===== src/scs_pkg.sv =====
// Constants, types and encodings for the system clock source select block
//
// Overview of operation
// - Source select 11 drives the system clock straight from the external clock pin.
// - Source select 10 with vco bypass 1 divides the oscillator or internal source by prescaler+1.
// - A prescale factor of one passes the source clock with its own high and low times.
// - The largest prescaler setting divides the source by 1024.
// - Bypass from the crystal input with factor one behaves like direct drive.
// - Source select 10 with vco bypass 0 enables the PLL and uses its output.
// - The PLL factor is N/(P*K2), each being its programmed field plus one.
// - The PLL reference is selectable between the crystal input and the on-chip source.
// - The PLL multiplier approaches N gradually, one step per reference edge; P and K2 take effect at once.
// - The system clock is the VCO output divided by K2, K2 VCO cycles per system cycle.
// - The two-bit VCO band field selects low, middle or high band with 00, 01 and 10.
// - Source select 00 runs the system clock from the low-frequency wakeup source.
package scs_pkg;

    // ------------------------------------------------------------
    // Field widths
    // ------------------------------------------------------------
    localparam int SCS_PRE_W = 10;
    localparam int SCS_P_W = 4;
    localparam int SCS_N_W = 8;
    localparam int SCS_K2_W = 7;
    localparam int SCS_CREDIT_W = 16;
    localparam int SCS_PINS = 4;

    // ------------------------------------------------------------
    // Input clock pin positions in the synchroniser vector
    // ------------------------------------------------------------
    localparam int SCS_PIN_OSC = 0;
    localparam int SCS_PIN_EXT = 1;
    localparam int SCS_PIN_INT = 2;
    localparam int SCS_PIN_WU = 3;

    // ------------------------------------------------------------
    // Source select and band codes
    // ------------------------------------------------------------
    localparam logic [1:0] SCS_SEL_WAKEUP = 2'h0;
    localparam logic [1:0] SCS_SEL_RSVD = 2'h1;
    localparam logic [1:0] SCS_SEL_PLL = 2'h2;
    localparam logic [1:0] SCS_SEL_DIRECT = 2'h3;
    localparam logic [1:0] SCS_BAND_LOW = 2'h0;
    localparam logic [1:0] SCS_BAND_MID = 2'h1;
    localparam logic [1:0] SCS_BAND_HIGH = 2'h2;
    localparam logic [1:0] SCS_BAND_BAD = 2'h3;

    // ------------------------------------------------------------
    // Reset values and limits
    // ------------------------------------------------------------
    localparam logic [SCS_N_W:0] SCS_MULT_RESET = 9'h001;
    localparam int SCS_PRE_MAX_DIV = 1024;

    typedef enum logic [2:0] {
        SCS_MODE_WAKEUP = 3'b000,
        SCS_MODE_DIRECT = 3'b001,
        SCS_MODE_PRESCALE = 3'b010,
        SCS_MODE_PLL = 3'b011
    } scs_mode_t;

    typedef struct packed {
        logic [1:0] clock_source_select;
        logic vco_bypass;
        logic clock_source_internal;
        logic [SCS_PRE_W-1:0] prescaler_divider_field;
        logic [SCS_P_W-1:0] pll_input_divider_field;
        logic [SCS_N_W-1:0] pll_feedback_multiplier_field;
        logic [SCS_K2_W-1:0] pll_output_divider_field;
        logic [1:0] vco_band_select;
    } scs_cfg_t;

    typedef struct packed {
        logic pll_locked;
        logic band_error;
        logic [1:0] vco_band_active;
        logic [2:0] mode;
    } scs_status_t;

endpackage


===== src/scs_top.sv =====
// System clock source select: direct, prescaler, PLL and wakeup paths
`timescale 1ns/1ps
module scs_top (
    // Clock and reset
    input wire logic sys_clk,
    input wire logic rst_n,
    // Input clock pins
    input wire logic crystal_input_pin,
    input wire logic external_clock_pin,
    input wire logic internal_clock_src,
    input wire logic wakeup_clock,
    // Configuration
    input wire scs_pkg::scs_cfg_t cfg,
    // Generated clock and status
    output logic system_clock,
    output scs_pkg::scs_status_t status
);
    import scs_pkg::*;

    logic [SCS_PINS-1:0] pins;
    logic [SCS_PINS-1:0] s1_q;
    logic [SCS_PINS-1:0] s2_q;
    logic [SCS_PINS-1:0] s3_q;
    logic [SCS_PINS-1:0] lvl_q;
    logic [SCS_PINS-1:0] lvl_d;
    logic [SCS_PINS-1:0] rise_q;
    scs_mode_t mode_q;
    scs_mode_t mode_d;
    logic ref_lvl;
    logic ref_rise;
    logic [SCS_PRE_W:0] pre_k;
    logic [SCS_P_W:0] pll_p;
    logic [SCS_N_W:0] pll_n;
    logic [SCS_K2_W:0] pll_k2;
    logic [SCS_N_W:0] mult_q;
    logic [SCS_CREDIT_W-1:0] credit_q;
    logic [SCS_CREDIT_W-1:0] credit_add;
    logic [SCS_CREDIT_W-1:0] credit_sub;
    logic vco_tick;
    logic pre_out;
    logic pll_out;
    logic pll_mode;

    assign pins = {wakeup_clock, internal_clock_src, external_clock_pin, crystal_input_pin};

    // ------------------------------------------------------------
    // Pin synchronisers with agreement filter
    // ------------------------------------------------------------
    always_ff @(posedge sys_clk or negedge rst_n)
    begin
        if (!rst_n)
        begin
            s1_q <= '0;
            s2_q <= '0;
            s3_q <= '0;
        end
        else
        begin
            s1_q <= pins;
            s2_q <= s1_q;
            s3_q <= s2_q;
        end
    end

    assign lvl_d = (s2_q & ~(s2_q ^ s3_q)) | (lvl_q & (s2_q ^ s3_q));

    always_ff @(posedge sys_clk or negedge rst_n)
    begin
        if (!rst_n)
        begin
            lvl_q <= '0;
            rise_q <= '0;
        end
        else
        begin
            lvl_q <= lvl_d;
            rise_q <= lvl_d & ~lvl_q;
        end
    end

    // ------------------------------------------------------------
    // Mode decode
    // ------------------------------------------------------------
    always_comb
    begin
        case (cfg.clock_source_select)
            SCS_SEL_DIRECT: mode_d = SCS_MODE_DIRECT;
            SCS_SEL_PLL: mode_d = cfg.vco_bypass ? SCS_MODE_PRESCALE : SCS_MODE_PLL;
            SCS_SEL_WAKEUP: mode_d = SCS_MODE_WAKEUP;
            default: mode_d = SCS_MODE_WAKEUP;
        endcase
    end

    always_ff @(posedge sys_clk or negedge rst_n)
    begin
        if (!rst_n)
            mode_q <= SCS_MODE_WAKEUP;
        else
            mode_q <= mode_d;
    end

    assign pll_mode = (mode_q == SCS_MODE_PLL);

    // Oscillator or on-chip source feeds prescaler and PLL
    assign ref_lvl = cfg.clock_source_internal ? lvl_q[SCS_PIN_INT] : lvl_q[SCS_PIN_OSC];
    assign ref_rise = cfg.clock_source_internal ? rise_q[SCS_PIN_INT] : rise_q[SCS_PIN_OSC];

    // Factors are field plus one
    assign pre_k = {1'b0, cfg.prescaler_divider_field} + 1'b1;
    assign pll_p = {1'b0, cfg.pll_input_divider_field} + 1'b1;
    assign pll_n = {1'b0, cfg.pll_feedback_multiplier_field} + 1'b1;
    assign pll_k2 = {1'b0, cfg.pll_output_divider_field} + 1'b1;

    // ------------------------------------------------------------
    // Prescaler path
    // ------------------------------------------------------------
    scs_divider #(.W(SCS_PRE_W)) u_prescaler (
        .sys_clk(sys_clk),
        .rst_n(rst_n),
        .src_level(ref_lvl),
        .src_rise(ref_rise),
        .div_k(pre_k),
        .div_out(pre_out)
    );

    // ------------------------------------------------------------
    // PLL: slewed multiplier and credit based VCO
    // ------------------------------------------------------------
    always_ff @(posedge sys_clk or negedge rst_n)
    begin
        if (!rst_n)
            mult_q <= SCS_MULT_RESET;
        else if (!pll_mode)
            mult_q <= SCS_MULT_RESET;
        else if (ref_rise && mult_q < pll_n)
            mult_q <= mult_q + 1'b1;
        else if (ref_rise && mult_q > pll_n)
            mult_q <= mult_q - 1'b1;
    end

    // Each reference edge credits the slewed multiplier mult_q unless credit_q has its top bit set, each VCO tick spends P
    assign vco_tick = pll_mode && (credit_q >= SCS_CREDIT_W'(pll_p));
    assign credit_add = (ref_rise && !credit_q[SCS_CREDIT_W-1]) ? SCS_CREDIT_W'(mult_q) : '0;
    assign credit_sub = vco_tick ? SCS_CREDIT_W'(pll_p) : '0;

    always_ff @(posedge sys_clk or negedge rst_n)
    begin
        if (!rst_n)
            credit_q <= '0;
        else if (!pll_mode)
            credit_q <= '0;
        else
            credit_q <= credit_q + credit_add - credit_sub;
    end

    scs_divider #(.W(SCS_K2_W)) u_k2 (
        .sys_clk(sys_clk),
        .rst_n(rst_n),
        .src_level(vco_tick),
        .src_rise(vco_tick),
        .div_k(pll_k2),
        .div_out(pll_out)
    );

    // ------------------------------------------------------------
    // Output clock mux
    // ------------------------------------------------------------
    always_ff @(posedge sys_clk or negedge rst_n)
    begin
        if (!rst_n)
            system_clock <= 1'b0;
        else
        begin
            case (mode_q)
                SCS_MODE_DIRECT: system_clock <= lvl_q[SCS_PIN_EXT];
                SCS_MODE_PRESCALE: system_clock <= pre_out;
                SCS_MODE_PLL: system_clock <= pll_out;
                SCS_MODE_WAKEUP: system_clock <= lvl_q[SCS_PIN_WU];
                default: system_clock <= lvl_q[SCS_PIN_WU];
            endcase
        end
    end

    // ------------------------------------------------------------
    // Status
    // ------------------------------------------------------------
    always_ff @(posedge sys_clk or negedge rst_n)
    begin
        if (!rst_n)
            status <= '0;
        else
        begin
            status.mode <= mode_q;
            status.pll_locked <= pll_mode && (mult_q == pll_n);
            status.band_error <= (cfg.vco_band_select == SCS_BAND_BAD);
            case (cfg.vco_band_select)
                SCS_BAND_LOW: status.vco_band_active <= SCS_BAND_LOW;
                SCS_BAND_MID: status.vco_band_active <= SCS_BAND_MID;
                SCS_BAND_HIGH: status.vco_band_active <= SCS_BAND_HIGH;
                default: status.vco_band_active <= status.vco_band_active;
            endcase
        end
    end

    // ------------------------------------------------------------
    // Checks
    // ------------------------------------------------------------
    property p_direct;
        @(posedge sys_clk) disable iff (!rst_n)
        (mode_q == SCS_MODE_DIRECT) |=> (system_clock == $past(lvl_q[SCS_PIN_EXT]));
    endproperty
    a_direct: assert property (p_direct) else $error("direct drive not followed");

    property p_prescale_sel;
        @(posedge sys_clk) disable iff (!rst_n)
        (cfg.clock_source_select == SCS_SEL_PLL && cfg.vco_bypass) |=> (mode_q == SCS_MODE_PRESCALE);
    endproperty
    a_prescale_sel: assert property (p_prescale_sel) else $error("prescale mode missed");

    property p_pre_range;
        @(posedge sys_clk) disable iff (!rst_n)
        (mode_q == SCS_MODE_PRESCALE && pre_k == SCS_PRE_MAX_DIV && $stable(mode_q)
            && $stable(pre_k) && !$past(ref_rise)) |=> $stable(system_clock);
    endproperty
    a_pre_range: assert property (p_pre_range) else $error("max prescale moved off edge");

    property p_bypass_one;
        @(posedge sys_clk) disable iff (!rst_n)
        (mode_q == SCS_MODE_PRESCALE && pre_k == 1 && !cfg.clock_source_internal)
            ##1 $stable(mode_q) |=> (system_clock == $past(lvl_q[SCS_PIN_OSC], 2));
    endproperty
    a_bypass_one: assert property (p_bypass_one) else $error("bypass by one not direct");

    property p_pll_out;
        @(posedge sys_clk) disable iff (!rst_n)
        pll_mode |=> (system_clock == $past(pll_out));
    endproperty
    a_pll_out: assert property (p_pll_out) else $error("pll output not selected");

    property p_credit;
        @(posedge sys_clk) disable iff (!rst_n)
        vco_tick |-> (credit_q >= SCS_CREDIT_W'(pll_p)) && (mode_q == SCS_MODE_PLL);
    endproperty
    a_credit: assert property (p_credit) else $error("vco tick without credit");

    property p_slew;
        @(posedge sys_clk) disable iff (!rst_n)
        (pll_mode && $past(pll_mode)) |-> (mult_q <= $past(mult_q) + 1) && (mult_q + 1 >= $past(mult_q));
    endproperty
    a_slew: assert property (p_slew) else $error("pll multiplier jumped");

    property p_k2_edge;
        @(posedge sys_clk) disable iff (!rst_n)
        (pll_mode && pll_k2 > 1 && !vco_tick && $stable(pll_k2)) |=> $stable(pll_out);
    endproperty
    a_k2_edge: assert property (p_k2_edge) else $error("k2 output moved without vco tick");

    property p_band;
        @(posedge sys_clk) disable iff (!rst_n)
        (cfg.vco_band_select != SCS_BAND_BAD) |=>
            (status.vco_band_active == $past(cfg.vco_band_select)) && !status.band_error;
    endproperty
    a_band: assert property (p_band) else $error("vco band not applied");

    property p_wakeup;
        @(posedge sys_clk) disable iff (!rst_n)
        (mode_q == SCS_MODE_WAKEUP) |=> (system_clock == $past(lvl_q[SCS_PIN_WU]));
    endproperty
    a_wakeup: assert property (p_wakeup) else $error("wakeup source not followed");
endmodule


===== src/scs_divider.sv =====
// Integer divider of a sampled clock stream
`timescale 1ns/1ps
module scs_divider #(
    parameter int W = 10
) (
    // Clock and reset
    input wire logic sys_clk,
    input wire logic rst_n,
    // Source stream
    input wire logic src_level,
    input wire logic src_rise,
    input wire logic [W:0] div_k,
    // Divided output
    output logic div_out
);
    logic [W:0] cnt_q;
    logic [W:0] cnt_d;
    logic [W:0] k_last;

    assign k_last = div_k - {{W{1'b0}}, 1'b1};
    assign cnt_d = (cnt_q >= k_last) ? '0 : cnt_q + {{W{1'b0}}, 1'b1};

    // ------------------------------------------------------------
    // Period counter
    // ------------------------------------------------------------
    always_ff @(posedge sys_clk or negedge rst_n)
    begin
        if (!rst_n)
            cnt_q <= '0;
        else if (src_rise)
            cnt_q <= cnt_d;
    end

    // High for the first div_k/2 source periods, rounded down, of each output period
    always_ff @(posedge sys_clk or negedge rst_n)
    begin
        if (!rst_n)
            div_out <= 1'b0;
        else if (div_k <= {{W{1'b0}}, 1'b1})
            div_out <= src_level;
        else if (src_rise)
            div_out <= (cnt_d < (div_k >> 1));
    end

    // ------------------------------------------------------------
    // Checks
    // ------------------------------------------------------------
    property p_wrap;
        @(posedge sys_clk) disable iff (!rst_n)
        (src_rise && div_k > 1 && cnt_q == k_last && $stable(div_k)) |=> (cnt_q == '0);
    endproperty
    a_wrap: assert property (p_wrap) else $error("divider did not wrap after K");

    property p_follow;
        @(posedge sys_clk) disable iff (!rst_n)
        (div_k == 1) |=> (div_out == $past(src_level));
    endproperty
    a_follow: assert property (p_follow) else $error("factor one does not follow");

    property p_hold;
        @(posedge sys_clk) disable iff (!rst_n)
        (!src_rise && div_k > 1 && $stable(div_k)) |=> $stable(div_out);
    endproperty
    a_hold: assert property (p_hold) else $error("divider output moved without edge");
endmodule


===== config.mk =====
export PLATFORM = sky130hd
export DESIGN_NAME = scs_top
export DESIGN_NICKNAME = d
export VERILOG_FILES = /design/src/scs_pkg.sv /design/src/scs_top.sv /design/src/scs_divider.sv
export SDC_FILE = /design/constraint.sdc
export NUM_CORES = 1
export LEC_CHECK = 0
export BUFFER_PORTS_ARGS = -buffer_cell sky130_fd_sc_hd__buf_2
export CAP_MARGIN = 20
export CELL_PAD_IN_SITES_DETAIL_PLACEMENT = 0
export CELL_PAD_IN_SITES_GLOBAL_PLACEMENT = 2
export CORE_ASPECT_RATIO = 1.5
export CORE_MARGIN = 10
export CORE_UTILIZATION = 39
export CTS_BUF_LIST = sky130_fd_sc_hd__clkbuf_4 sky130_fd_sc_hd__clkbuf_8
export DETAILED_ROUTE_END_ITERATION = 7
export GPL_TIMING_DRIVEN = 0
export PLACE_DENSITY = 0.85
export SETUP_SLACK_MARGIN = 0.1
export SKIP_CTS_REPAIR_TIMING = 1
export SLEW_MARGIN = 20
export SYNTH_ARGS = -nofsm -noshare
export SYNTH_HDL_FRONTEND = slang
export SYNTH_HIERARCHICAL = 1
export SYNTH_SLANG_ARGS = --single-unit
export TNS_END_PERCENT = 1

===== constraint.sdc =====
create_clock -name sys_clk -period 4.9 [get_ports sys_clk]
set_input_delay 0.49 -clock sys_clk [delete_from_list [all_inputs] [get_ports sys_clk]]
set_output_delay 0.49 -clock sys_clk [all_outputs]
set_load 0.03 [all_outputs]

After elaboration in Yosys (flattened, before gate mapping) --
Cells that the tools add are included.
Storage, ports and cells: register bits after elaboration 76, input port bits 41, output and inout bits 8, word-level logic and storage cells 83
Operators by class: add/sub/neg operators 12, order comparisons 9, eq/ne operators 10, multiplexer cells 18, bitwise logic cells 7, reduce and logical (&&, ||, !) cells 10
Operator list (count):
- 9-bit two-way mux | 4
- 16-bit by 9-bit adder with 16-bit output | 1
- 16-bit by 5-bit >= comparator with 1-bit output | 1
- 16-bit two-way mux | 1
- 16-bit by 5-bit subtractor with 16-bit output | 1
- 10-bit by 1-bit adder with 11-bit output (second input constant) | 1
- 11-bit by 1-bit adder with 11-bit output (second input constant) | 1
- 11-bit >= comparator | 1
- 11-bit by 1-bit <= comparator with 1-bit output (second input constant) | 1
- 11-bit by 10-bit less-than comparator with 1-bit output | 1
- 11-bit two-way mux | 1
- 11-bit by 1-bit subtractor with 11-bit output (second input constant) | 1
- 8-bit by 1-bit adder with 9-bit output (second input constant) | 1
- 9-bit by 1-bit adder with 9-bit output (second input constant) | 1
- 9-bit equality test | 1
- 9-bit greater-than comparator | 1
- 9-bit less-than comparator | 1
- 9-bit by 1-bit subtractor with 9-bit output (second input constant) | 1
- 7-bit by 1-bit adder with 8-bit output (second input constant) | 1
- 8-bit by 1-bit adder with 8-bit output (second input constant) | 1
- 4-bit AND | 2
- 2-bit equality test (second input constant) | 4
- 8-bit >= comparator | 1
- 8-bit by 1-bit <= comparator with 1-bit output (second input constant) | 1
- other kinds (23) | 35

Longest topological paths before layout --
word-level depth 7, mapped depth 21, gate-level depth less buffers 20

By module --
Netlist, hierarchy kept.
By module, submodules not included:
- scs_top | instances 1, cells an instance 420, area an instance 3829.9 um^2, seq. area each 1302.5 um^2
- scs_divider at u_prescaler | instances 1, cells an instance 187, area an instance 1468.9 um^2, seq. area each 300.3 um^2
- scs_divider at u_k2 | instances 1, cells an instance 131, area an instance 1073.5 um^2, seq. area each 225.2 um^2

Worst setup path after synthesis --
No wires, ideal clock.
kind input -> register, from input port cfg[21] in the netlist's numbering, to register u_prescaler.div_out, library setup time 66 ps, arrival 4155 ps, data required time 4834 ps, path slack 678 ps, stages on the path 19, path buffers 1, cells stage by stage ha_1 > nand3_1 > xnor2_1 > or4_4 > nor3_1 > xnor2_1 > ha_1 > a2111oi_0 > o21ai_0 > a211oi_2 > nor2_1 > clkbuf_1 > nor2_1 > ha_1 > a21o_1 > a31oi_1 > o22ai_1 > o21bai_1 > a41o_1
Between the ends: word-level cells in the longest chain between the ends 7, elaborated cells between the ends (all ways) 9, classes of those cells add/sub: 2; order compare: 3; mux: 3; reduce/logical: 1
RTL lines:
- start: declaration | RTL line scs_top.sv:13 | input wire scs_pkg::scs_cfg_t cfg,
- 10-bit by 1-bit adder with 11-bit output | RTL line scs_top.sv:109 | assign pre_k = {1'b0, cfg.prescaler_divider_field} + 1'b1;
- named net pre_k[6] | RTL line scs_top.sv:31 | logic [SCS_PRE_W:0] pre_k;
- 11-bit by 1-bit subtractor with 11-bit output | RTL line scs_divider.sv:20 | assign k_last = div_k - {{W{1'b0}}, 1'b1};
- 11-bit >= comparator | RTL line scs_divider.sv:21 | assign cnt_d = (cnt_q >= k_last) ? '0 : cnt_q + {{W{1'b0}}, 1'b1};
- 11-bit two-way mux | RTL line scs_divider.sv:21
- named net u_prescaler.cnt_d[2] | RTL line scs_divider.sv:17 | logic [W:0] cnt_d;
- 11-bit by 10-bit less-than comparator with 1-bit output | RTL line scs_divider.sv:42 | div_out <= (cnt_d < (div_k >> 1));
- 1-bit two-way mux | RTL line scs_divider.sv:41 | else if (src_rise)
- 1-bit two-way mux | RTL line scs_divider.sv:39 | else if (div_k <= {{W{1'b0}}, 1'b1})
- end signal: assignment | RTL line scs_divider.sv:40 | div_out <= src_level;
- end signal: assignment | RTL line scs_divider.sv:42
- end: declaration | RTL line scs_divider.sv:14 | output logic div_out
The timed path passes the listed nets, and every way through them passes these cells. The select of a mux whose other input is x is not followed. A chain may end at the register's enable or synchronous reset.

Worst setup path in the final report --
Same ends and word-level chain as after synthesis.

==> results.py <==
metrics = {
    "sta": {
        "min_period_ns": 4.49,
        "setup_violations": 0,
        "tns_ns": 0,
        "final.setup.worst_slack_ns": 0.409,
        "clock.fmax_mhz": 223,
        "drv_slew": 0,
        "final_hold_viol_count": 0,
        "finalClockSkew_ns": 0.0163,
        "tightest_slew_ns": 0.641,
        "fin_crit_sh": 0.916,
        "max_slew_margin": 0.570,
        "rsz0062_at_grt": "false",
    },
    "synthesis": {
        "synth_warnings": 6,
        "synthTopCellsByArea": "dfrtp_1 (28%), ha_1 (18%), inv_1 (5.4%)",
        "avgSynthCellArea_sq_um": 8.63,
        "syn_nets": 875,
        "synthTopCellsByCount": "inv_1 (92), ha_1 (90), dfrtp_1 (72)",
        "syn_inst": 738,
        "synth_top_area_frac": 0.283,
        "synth-edff-count": 0,
        "async_flop_share": 1.00,
        "ys_ff_latch": 73,
        "ys_seq_area_frac": 0.287,
        "yosysUniqueCellTypes": 71,
        "synthesis.area_sq_um": 6370,
        "yosysTopAreaCell": "dfrtp_1",
        "synthMostInstantiatedCell": "inv_1",
        "synth-main-ff-cell": "dfrtp_1",
    },
    "placement": {
        "place_congestion": 0.820,
        "hpwl_microns": 12800,
        "dp_slack_ns": -0.230,
        "port_buffers": 47,
    },
    "power": {
        "powerDensity_nw_per_um2": 381,
        "max-vdd-ir-drop_uv": 132,
        "leakagePower_nw": 3.35,
    },
    "drt": {
        "wl_microns": 15600,
        "via_per_inst": 5.26,
        "wire_per_inst_microns": 15.4,
        "drc": 0,
        "drt_iter0_drc": 245,
        "via_count": 5309,
        "first_pass_iters": 7,
        "ant_nets": 0,
    },
    "floorplanning": {
        "initial_utilization": 0.395,
        "rows": 57,
        "core_sq_um": 16100,
        "fp.dieArea_sq_um": 22000,
        "die_x_microns": 124,
        "die_y_microns": 177,
        "io_pins": 49,
    },
    "worst_hold_path": {
        "hold_class": "primary input to async pin",
    },
    "cells_and_area": {
        "area_growth_pct": 12.2,
        "post-route-util": 0.444,
        "drive_above_1_share": 0.123,
        "num-fill-cells": 1654,
        "nets": 935,
        "antenna_cells": 0,
    },
    "global_routing": {
        "grt_antenna_before_repair": 0,
        "grt_pass1_wl_microns": 26300,
        "grt_max_degree": 40,
        "track_usage": 0.141,
        "grt_overflow_total": 0,
        "grt_pass1_vias": 5600,
    },
    "critical_path": {
        "critPathKind": "primary input to flop",
        "arrival_ns": 4.79,
        "crit_path_end_kind": "flop",
        "startpoint_type": "primary input",
        "worst-path-max-fanout": 10,
        "required_ns": 5.20,
    },
    "status": {
        "status": "completed",
    },
    "flow_run": {
        "cap_violations": 0,
    },
    "clock_tree": {
        "cts-root-buf": "clkbuf_8",
        "clkTransAtPathRegs_ns": 0.09,
        "clk_path_buf_depth": 2,
        "cts_tree": "built",
        "clock-sinks": 73,
        "htree_levels": 3,
        "cts_buffers": 9,
        "clk_latency_ns": 0.36,
    },
}
==> metrics by stage <==
| step | total power [mW] | hold WS, ns | cells | cell area (sq um) |
|---|---|---|---|---|
| 3_3_place_gp | 2.08 | 0.336 | 991 | 6870 |
| 6_report | 2.72 | 0.0682 | 1009 | 7150 |
| 5_1_grt | 2.98 | 0.0996 | 1009 | 7150 |
| 4_1_cts | 2.73 | 0.0807 | 1008 | 7130 |
| 2_1_floorplan | 1.79 | 0.194 | 738 | 6370 |
| 3_5_place_dp | 2.13 | 0.336 | 992 | 6890 |
==> cell families after synthesis <==
logic type | Yosys count | share of synthesized area
AO/OA/AOI/OAI | 146 | 0.160
XOR/XNOR | 54 | 0.0742
adder cells (fa/ha/maj) | 100 | 0.202
buffers and inverters | 106 | 0.0654
flip-flops | 73 | 0.287
multiplexers | 10 | 0.0183
other | 1 | 0.000588
AND/OR/NAND/NOR | 248 | 0.193
==> report_power, final <==
group          leakage, nW  total [mW]  switching (mW)  internal, mW
Clock                0.121       0.590           0.244         0.347
Combinational         2.32        1.32           0.754         0.563
Sequential           0.909       0.814           0.118         0.696
==> state kept, by name, summed over array words and instances, names as in the netlist, named ones only <==
signal and flops:
system_clock 1, u_k2/cnt_q 8, u_prescaler/cnt_q 11, s2_q 4, lvl_q 2, s1_q 4, credit_q 16, mode_q 2
rise_q 2, s3_q 4, u_prescaler/div_out 1, u_k2/div_out 1, status 6, mult_q 9
==> worst max-delay path: stages <==
cell and delay (ns):
buf_2 0.12, ha_1 0.21, nand3_1 0.14, xnor2_1 0.22, or4_4 0.58, nor3_1 0.20, xnor2_1 0.15, ha_1 0.27
a2111oi_2 0.39, o21ai_0 0.16, a211oi_2 0.36, nor2_2 0.12, buf_2 0.22, nor2_1 0.13, ha_1 0.25, a21o_1 0.19
a211oi_1 0.36, a41o_1 0.22
==> final cells by class <==
class	instances	area (sq um)	share of cell area
Clock buffer	10	131	0.0184
Sequential cell	73	1830	0.256
Buffer	14	72.6	0.0101
Multi-Input combinational cell	559	4140	0.578
Clock inverter	6	115	0.0161
Tap cell	206	258	0.0360
Inverter	92	345	0.0483
Timing Repair Buffer	49	265	0.0371
==> final timing paths <==
path	cells past startpoint	slack [ns]	start	end
worst max-delay path	18	0.41	cfg[21]	u_prescaler/div_out$_DFFE_PN0P_
worst min-delay path	1	0.07	rst_n	credit_q[10]$_DFF_PN0_
worst max register to register	17	0.71	credit_q[0]$_DFF_PN0_	credit_q[15]$_DFF_PN0_
worst min register to register	0	0.35	s1_q[3]$_DFF_PN0_	s2_q[3]$_DFF_PN0_
max in group asynchronous	2	4.19	rst_n	mult_q[0]$_DFFE_PN1P_
min in group sys_clk	1	0.23	internal_clock_src	s1_q[2]$_DFF_PN0_
==> placed cells by master, fill, tap and decap left out, types with 4 or more instances in the layout <==
| master | n |
|---|---|
| or3_1 | 5 |
| o21ai_1 | 4 |
| a21oi_1 | 33 |
| inv_1 | 92 |
| o21ai_0 | 23 |
| nand3_1 | 28 |
| mux2i_1 | 6 |
| nand2b_1 | 7 |
| clkbuf_8 | 9 |
| nand2_1 | 62 |
| dfrtp_1 | 72 |
| fa_1 | 6 |
| and3_1 | 9 |
| xnor2_1 | 39 |
| a21o_1 | 5 |
| o211ai_1 | 9 |
| o21a_1 | 5 |
| o31ai_1 | 10 |
| o221ai_1 | 5 |
| buf_2 | 53 |
| nor2_1 | 59 |
| a211oi_1 | 7 |
| nor3_1 | 22 |
| nand4_1 | 12 |
| o22ai_1 | 6 |
| ha_1 | 90 |
| clkbuf_1 | 5 |
| nor4_1 | 4 |
| nor2b_1 | 16 |
| and2_1 | 4 |
| maj3_1 | 4 |
| a21boi_0 | 4 |
| xor2_1 | 15 |
==> metal layers <==
layer / vias to the layer above / global-route usage / share of wire
li1: 2706 / - / -
met1: 2499 / 0.154 / 0.42
met2: 81 / 0.268 / 0.54
met3: 23 / 0.0222 / 0.026
met4: 0 / 0.0506 / 0.018
met5: - / 0 / 0
(Power assumes the default switching activity.)
